===== config.mk =====
export PLATFORM = sky130hd
export DESIGN_NAME = hpp_host_port
export DESIGN_NICKNAME = d
export VERILOG_FILES = /design/src/hw/hpp_pkg.sv /design/src/hw/hpp_host_port.sv
export SDC_FILE = /design/constraint.sdc
export NUM_CORES = 1
export LEC_CHECK = 0
export ABC_AREA = 0
export BUFFER_PORTS_ARGS = -buffer_cell sky130_fd_sc_hd__buf_2
export CORE_MARGIN = 3
export CORE_UTILIZATION = 40
export CTS_BUF_LIST = sky130_fd_sc_hd__clkbuf_4
export DETAILED_ROUTE_END_ITERATION = 10
export PLACE_DENSITY = 0.61
export REMOVE_ABC_BUFFERS = 1
export SYNTH_ARGS = -nofsm -noshare
export SYNTH_HDL_FRONTEND = slang
export SYNTH_SLANG_ARGS = --single-unit

===== constraint.sdc =====
create_clock -name MCLK -period 1.92 [get_ports MCLK]
set_input_delay 0.192 -clock MCLK [delete_from_list [all_inputs] [get_ports MCLK]]
set_output_delay 0.192 -clock MCLK [all_outputs]
set_load 0.02 [all_outputs]

===== src/hw/hpp_pkg.sv =====
// Purpose: shared constants and carriers for the host parallel port pin logic
// Assumes: one clock, MCLK at 25 MHz
// Notes:   pin-level bit positions within port B and port C views
package hpp_pkg;

   // ------------------------------------------------------------------
   // widths and reset values
   // ------------------------------------------------------------------
   localparam int          HPP_BYTE_W      = 8;
   localparam int          HPP_ADDR_W      = 3;
   localparam logic [7:0]  HPP_BYTE_RST    = 8'h00;
   localparam logic        HPP_STRAP_RST   = 1'b0;
   localparam logic [2:0]  HPP_ADDR_RST    = 3'h0;
   // revision code of the later silicon; value is arbitrary
   localparam logic        HPP_REV_LATER   = 1'b1;

   // ------------------------------------------------------------------
   // carriers
   // ------------------------------------------------------------------
   // host configuration bits, all active high
   typedef struct packed {
      logic cs_a_hi;      // chip select a active high
      logic cs_b_hi;      // chip select b active high
      logic req_hi;       // request outputs active high
      logic ack_hi;       // acknowledge active high
      logic req_od;       // request outputs open drain
      logic dual_req;     // dual request mode
   } hpp_cfg_t;

   // synchronised host pins
   typedef struct packed {
      logic       cs_a;
      logic       cs_b;
      logic       dds;
      logic       rw;
      logic       strb1;   // single strobe / read strobe pin
      logic       strb2;   // write strobe pin
      logic       ack;
      logic       strap;
      logic [2:0] addr;
      logic [7:0] dhi;
      logic [7:0] dlo;
   } hpp_pins_t;

   // access state, one-hot
   typedef enum logic [2:0] {
      HPP_IDLE  = 3'b001,
      HPP_READ  = 3'b010,
      HPP_WRITE = 3'b100
   } hpp_state_t;

endpackage


===== src/hw/hpp_host_port.sv =====
// Purpose: pin logic of the 16-bit host parallel port
// Assumes: host pins asynchronous to MCLK, synchronised by two flops
// Notes:   register behaviour behind the port lives elsewhere
`timescale 1ns/1ps
module hpp_host_port
   import hpp_pkg::*;
#(
   parameter logic SILICON_REV = HPP_REV_LATER
)(
   input  wire logic       MCLK,
   input  wire logic       NRST,
   // configuration
   input  wire logic       PORT_ENABLE,
   input  wire logic       UPPER_HW,
   input  wire logic [7:0] UPPER_GPO_DIR,
   input  wire logic [7:0] UPPER_GPO_VAL,
   input  wire logic [1:0] LINE11_DIR,
   input  wire logic [1:0] LINE11_VAL,
   input  wire hpp_cfg_t   CFG,
   // host pins
   input  wire logic       HOST_CHIP_SELECT_A,
   input  wire logic       HOST_CHIP_SELECT_B,
   input  wire logic       DUAL_STROBE_SELECT,
   input  wire logic       HOST_READ_WRITE,
   input  wire logic       HOST_STROBE_1,
   input  wire logic       HOST_STROBE_2,
   input  wire logic       STROBE_POLARITY_STRAP,
   input  wire logic       HOST_ACKNOWLEDGE_IN,
   input  wire logic       HOST_ADDR_TOP_BIT,
   input  wire logic [2:0] HOST_ADDR_LOW_BITS,
   input  wire logic [7:0] HOST_DATA_UPPER_IN,
   input  wire logic [7:0] HOST_DATA_LOWER_IN,
   output logic      [7:0] HOST_DATA_UPPER_OUT,
   output logic      [7:0] HOST_DATA_UPPER_OE_N,
   output logic      [7:0] HOST_DATA_LOWER_OUT,
   output logic            HOST_DATA_LOWER_OE_N,
   input  wire logic [1:0] LINE11_IN,
   output logic      [1:0] LINE11_OUT,
   output logic      [1:0] LINE11_OE_N,
   output logic      [1:0] LINE11_GPI,
   output logic      [7:0] PORT_C_LOW_INPUTS,
   // requests: [0] single or transmit, [1] receive
   input  wire logic [1:0] REQ_ASSERT,
   output logic      [1:0] REQ_OUT,
   output logic      [1:0] REQ_OE_N,
   // internal side
   input  wire logic [15:0] RD_DATA,
   output logic            RD_STB,
   output logic            WR_STB,
   output logic      [2:0] REG_ADDR,
   output logic     [15:0] WR_DATA,
   output logic            ACK_SEEN,
   output logic            STROBE_POL
);

   // ------------------------------------------------------------------
   // state
   // ------------------------------------------------------------------
   typedef struct packed {
      hpp_pins_t  s1;
      hpp_pins_t  s2;
      logic       strap_done;
      logic [1:0] strap_wait;
      logic       pol;
      hpp_state_t st;
      logic       rd_stb;
      logic       wr_stb;
      logic [2:0] addr;
      logic [15:0] wdata;
      logic [15:0] rdata;
      logic       lo_oe_n;
      logic [7:0] hi_out;
      logic [7:0] hi_oe_n;
      logic [1:0] l11_out;
      logic [1:0] l11_oe_n;
      logic [1:0] l11_gpi;
      logic [1:0] l11_s1;
      logic [1:0] l11_s2;
      logic [7:0] gpi;
      logic [1:0] req_out;
      logic [1:0] req_oe_n;
      logic       ack;
   } hpp_reg_t;

   hpp_reg_t r;
   hpp_reg_t next_r;

   logic cs;
   logic strb1_on;
   logic strb2_on;
   logic rd_on;
   logic wr_on;
   logic ack_on;
   logic [1:0] req_lvl;

   // ------------------------------------------------------------------
   // next state
   // ------------------------------------------------------------------
   // all pin reads use the second synchroniser stage only
   always_comb begin
      next_r = r;
      next_r.s1 = '{cs_a: HOST_CHIP_SELECT_A, cs_b: HOST_CHIP_SELECT_B,
                    dds: DUAL_STROBE_SELECT, rw: HOST_READ_WRITE,
                    strb1: HOST_STROBE_1, strb2: HOST_STROBE_2,
                    ack: HOST_ACKNOWLEDGE_IN, strap: STROBE_POLARITY_STRAP,
                    addr: HOST_ADDR_LOW_BITS, dhi: HOST_DATA_UPPER_IN,
                    dlo: HOST_DATA_LOWER_IN};
      next_r.s2 = r.s1;
      // strap capture once
      // wait until the synchroniser holds a post-reset sample, not its reset zero
      next_r.strap_wait = {r.strap_wait[0], 1'b1};
      if (r.strap_wait[1] && !r.strap_done) begin
         next_r.strap_done = 1'b1;
         next_r.pol        = r.s2.strap;
      end
      cs = PORT_ENABLE && ((r.s2.cs_a == CFG.cs_a_hi) || (r.s2.cs_b == CFG.cs_b_hi));
      strb1_on = r.strap_done && (r.s2.strb1 == r.pol);
      strb2_on = r.strap_done && (r.s2.strb2 == r.pol);
      if (r.s2.dds) begin
         rd_on = strb1_on;
         wr_on = strb2_on && !strb1_on;
      end else begin
         rd_on = strb1_on && r.s2.rw;
         wr_on = strb1_on && !r.s2.rw;
      end
      rd_on = rd_on && cs;
      wr_on = wr_on && cs;
      next_r.rd_stb = 1'b0;
      next_r.wr_stb = 1'b0;
      case (r.st)
         HPP_IDLE: begin
            if (rd_on) begin
               next_r.st     = HPP_READ;
               next_r.rd_stb = 1'b1;
               next_r.addr   = r.s2.addr;
            end else if (wr_on) begin
               next_r.st   = HPP_WRITE;
               next_r.addr = r.s2.addr;
            end
         end
         HPP_READ: begin
            next_r.rdata = RD_DATA;
            if (!rd_on) begin
               next_r.st = HPP_IDLE;
            end
         end
         HPP_WRITE: begin
            // data taken at end of strobe
            next_r.wdata = {r.s2.dhi, r.s2.dlo};
            if (!wr_on) begin
               next_r.st     = HPP_IDLE;
               next_r.wr_stb = 1'b1;
            end
         end
         default: next_r.st = HPP_IDLE;
      endcase
      next_r.lo_oe_n = !((next_r.st == HPP_READ) && rd_on);
      // upper byte: host function or gpio
      if (UPPER_HW && PORT_ENABLE) begin
         next_r.hi_out  = r.rdata[15:8];
         next_r.hi_oe_n = {HPP_BYTE_W{next_r.lo_oe_n}};
      end else begin
         next_r.hi_out  = UPPER_GPO_VAL;
         next_r.hi_oe_n = ~UPPER_GPO_DIR;
      end
      next_r.gpi = r.s2.dhi;
      // line 11 only usable on later revision
      // line 11 pins are asynchronous, two flops before use
      next_r.l11_s1 = LINE11_IN;
      next_r.l11_s2 = r.l11_s1;
      if (SILICON_REV == HPP_REV_LATER) begin
         next_r.l11_out  = LINE11_VAL;
         next_r.l11_oe_n = ~LINE11_DIR;
         next_r.l11_gpi  = r.l11_s2;
      end else begin
         next_r.l11_out  = 2'h0;
         next_r.l11_oe_n = 2'h3;
         next_r.l11_gpi  = 2'h0;
      end
      ack_on = PORT_ENABLE && !CFG.dual_req && (r.s2.ack == CFG.ack_hi);
      next_r.ack = ack_on;
      // second request used in dual mode only
      req_lvl[0] = PORT_ENABLE && REQ_ASSERT[0];
      req_lvl[1] = PORT_ENABLE && CFG.dual_req && REQ_ASSERT[1];
      for (int i = 0; i < 2; i++) begin
         next_r.req_out[i] = req_lvl[i] ~^ CFG.req_hi;
         if (CFG.req_od) begin
            // never pulls while the port is still reserved
            next_r.req_out[i]  = 1'b0;
            next_r.req_oe_n[i] = !PORT_ENABLE || (req_lvl[i] ~^ CFG.req_hi);
         end else begin
            next_r.req_oe_n[i] = !PORT_ENABLE;
         end
      end
   end

   // ------------------------------------------------------------------
   // registers
   // ------------------------------------------------------------------
   // reset: all lines undriven inputs
   always_ff @(posedge MCLK or negedge NRST) begin
      if (!NRST) begin
         r          <= '0;
         r.st       <= HPP_IDLE;
         r.lo_oe_n  <= 1'b1;
         r.hi_oe_n  <= 8'hff;
         r.l11_oe_n <= 2'h3;
         r.req_oe_n <= 2'h3;
      end else begin
         r <= next_r;
      end
   end

   // ------------------------------------------------------------------
   // outputs, all from flops
   // ------------------------------------------------------------------
   assign HOST_DATA_UPPER_OUT  = r.hi_out;
   assign HOST_DATA_UPPER_OE_N = r.hi_oe_n;
   assign HOST_DATA_LOWER_OUT  = r.rdata[7:0];
   assign HOST_DATA_LOWER_OE_N = r.lo_oe_n;
   assign LINE11_OUT           = r.l11_out;
   assign LINE11_OE_N          = r.l11_oe_n;
   assign LINE11_GPI           = r.l11_gpi;
   assign PORT_C_LOW_INPUTS    = r.gpi;
   assign REQ_OUT              = r.req_out;
   assign REQ_OE_N             = r.req_oe_n;
   assign RD_STB               = r.rd_stb;
   assign WR_STB               = r.wr_stb;
   assign REG_ADDR             = r.addr;
   assign WR_DATA              = r.wdata;
   assign ACK_SEEN             = r.ack;
   assign STROBE_POL           = r.pol;
endmodule


==> results.cfg <==
[timing]
setup_slack_ns = 0.07704
finalHoldViolations = 0
drv_slew = 0
fmax_ghz = 0.5426
tns_ns = 0
rsz0062_at_grt = no
finClkSkew_ns = 0.01590
setup_viol = 0
period_share = 0.9599
period_needed_ns = 1.843
holdWs_ns = 0.07801

[power_and_ir_drop]
power_mw = 6.772
p_leak_nw = 3.133
vdd_drop_max_mv = 0.9105
power_density_nw_per_um2 = 1062

[place]
gp_congestion = 0.7283
placed_cell_area_um2 = 5343
place_inst = 553
dp_slack_ns = 0.006385
portBuffers = 142
dpl.hpwl_um = 5800

[clocking]
insertion_delay_ns = 0.52
clk_root_buffer_cell = clkbuf_4
clock_sinks = 138
cts_buffers = 17
cts.clk_slew.worst_paths_ns = 0.11
htree_levels = 4
cts_tree = done
cts_resized = 0
cts_buffer_depth = 2

[cells_and_area]
drive_above_1_share = 0.4423
area.growth.synth_to_final_pct = 31.60
final_nets = 585
n_antenna_cell = 0
fillers = 1002
utilization = 0.5492
fin_area_um2 = 6379
instances_no_fill = 663

[floorplanning]
row_count = 39
die_w_um = 116.1
fp.coreArea_um2 = 11610
io-pin-count = 144
fp.dieArea_um2 = 13470
initial_core_util = 0.4174
die_y_um = 116.1

[routing]
viasPerCell = 4.434
drt_wl_total_um = 9097
detail-route-antenna-nets = 0
drc = 0
vias = 2940
drtIter0Drc = 100
wl_per_cell_um = 13.72
drt_first_pass_iters = 4

[logic_synthesis]
ys_seq_area_frac = 0.7161
post_synth_xor_area_fraction = 0.01446
synth_top_cell_by_area = dfrtp_1
yosys.area_share.simple = 0.05059
muxShareOfSynthArea = 0.08363
syn-cell-area_um2 = 4847
synth_area_leaders = dfrtp_1, buf_4, mux2_2, dfstp_2, nand2_1
synth_top_family_by_area = buffers and inverters
synth_common_cells = dfrtp_1, buf_4, mux2_2, nand2_1, dfstp_2
synth_compound_area_frac = 0.03020
synth_edf_count = 0
ys_ff_latch = 138
syn-instance-count = 328
synth_most_common_cell = dfrtp_1
synth_top_area_share = 0.6402
yosysUniqueCellTypes = 34
synthAdderAreaFrac = 0
synth_flop_cell = dfrtp_1
yosysWarningCount = 0
ys_async_sr_fraction = 1.000
syn-mean-instance-area_um2 = 14.78

[status]
status = completed

[worst_setup_path]
criticalPathCategory = reg2reg
slowest_stage = dfstp_2
cp-start-kind = flip-flop
cp_cell_sequence = or3b_1 -> a2111o_1 -> mux2_1
critPathTopFamily = flip-flops
required_ns = 2.33
crit_fanout = 4
critPathCaptureType = flip-flop
cp_num_buf_inv = 0
max_stage_delay_ns = 0.55
r2r_slack_ns = 0.08
arrival_ns = 2.25

[min_path]
min_path_type = in2reg

[global_route]
grt_pass1_wl_um = 14610
grt_max_degree = 60
grt-ovfl-total = 0
grt_pass1_vias = 3119
antenna_found_initial = 0
grt_usage = 0.1448

[run]
cap_violations = 0
report_power, final:
part	internal, mW	total, mW	leakage (nW)	switching, mW
combinational	0.671	1.49	1.34	0.814
sequential	3.37	3.55	1.65	0.188
clock	0.748	1.73	0.143	0.986
sequential cells by signal, indices dropped and copies added, names as in the netlist, 3 cells and up:
name and cells:
WR_DATA 16, PORT_C_LOW_INPUTS 8, HOST_DATA_UPPER_OUT 8, next_r 40, HOST_DATA_LOWER_OUT 8, REG_ADDR 3
r 32, HOST_DATA_UPPER_OE_N 8
cell families (layout without fill, tap and decap cells):
| kind of cell | count (synthesis) | in the layout |
|---|---|---|
| AO/OA/AOI/OAI | 22 | 22 |
| XOR/XNOR | 8 | 8 |
| buffers and inverters | 71 | 263 |
| flip-flops | 138 | 138 |
| multiplexers | 36 | 36 |
| other | 1 | 1 |
| AND/OR/NAND/NOR | 52 | 52 |
final cells by class:
type                    instances  area, um2  share of cell area
flip-flops and latches        138       3471              0.5441
repair buffers                227       1583              0.2481
multi-input cells             119      870.8              0.1365
well taps                     143      178.9             0.02805
clock inverters                15      132.6             0.02079
clock buffers                  17      127.6             0.02001
inverters                       4      15.01            0.002354
layer usage:
metal	share of wire	up-vias	GRT usage	wire length, um
met5	0	-	0	0
met4	0.015	0	0.06110	140
met3	0.084	15	0.07154	766
met2	0.49	119	0.2363	4476
met1	0.41	1429	0.1618	3715
li1	-	1377	-	-
cells in the final DEF, fill, tap and decap left out, drive strengths merged, types with 2 or more instances in the layout:
cell type | Yosys | final
nand2 | 30 | 30
o21ai | 11 | 11
clkbuf | 3 | 17
nor3b | 3 | 3
or2 | 2 | 2
nor2 | 5 | 5
nor2b | 3 | 3
inv | 4 | 5
nand2b | 2 | 2
mux2 | 36 | 36
bufinv | 0 | 2
nor3 | 2 | 2
xnor2 | 7 | 7
dfstp | 14 | 14
buf | 64 | 151
dfrtp | 124 | 124
clkinv | 0 | 11
dlygate4sd3 | 0 | 76
a21oi | 4 | 4
path summary, 6_finish.rpt:
check,startpoint,cells past startpoint,to
worst max-delay path,r[77],3,REG_ADDR[0]
worst min-delay path,UPPER_HW,3,HOST_DATA_UPPER_OE_N[6]
worst max register to register,r[77],3,REG_ADDR[0]
worst min register to register,next_r[109],0,r[109]
max in group asynchronous,NRST,3,LINE11_OE_N[0]
min in group asynchronous,NRST,2,next_r[11]
worst register-to-register path, stage by stage (launching register included):
cell,delay (ns)
dfstp_2,0.55
or3b_1,0.38
a2111o_1,0.46
mux2_1,0.35
what timing repair did:
item                                   4_1_cts  5_1_grt
setup endpoints to repair                    2        3
buffers inserted                             2        0
hold buffers                                76        0
pin swaps                                    1        1
endpoints found under the hold margin      194        0
Note: power is estimated with default switching activity, not from simulation.
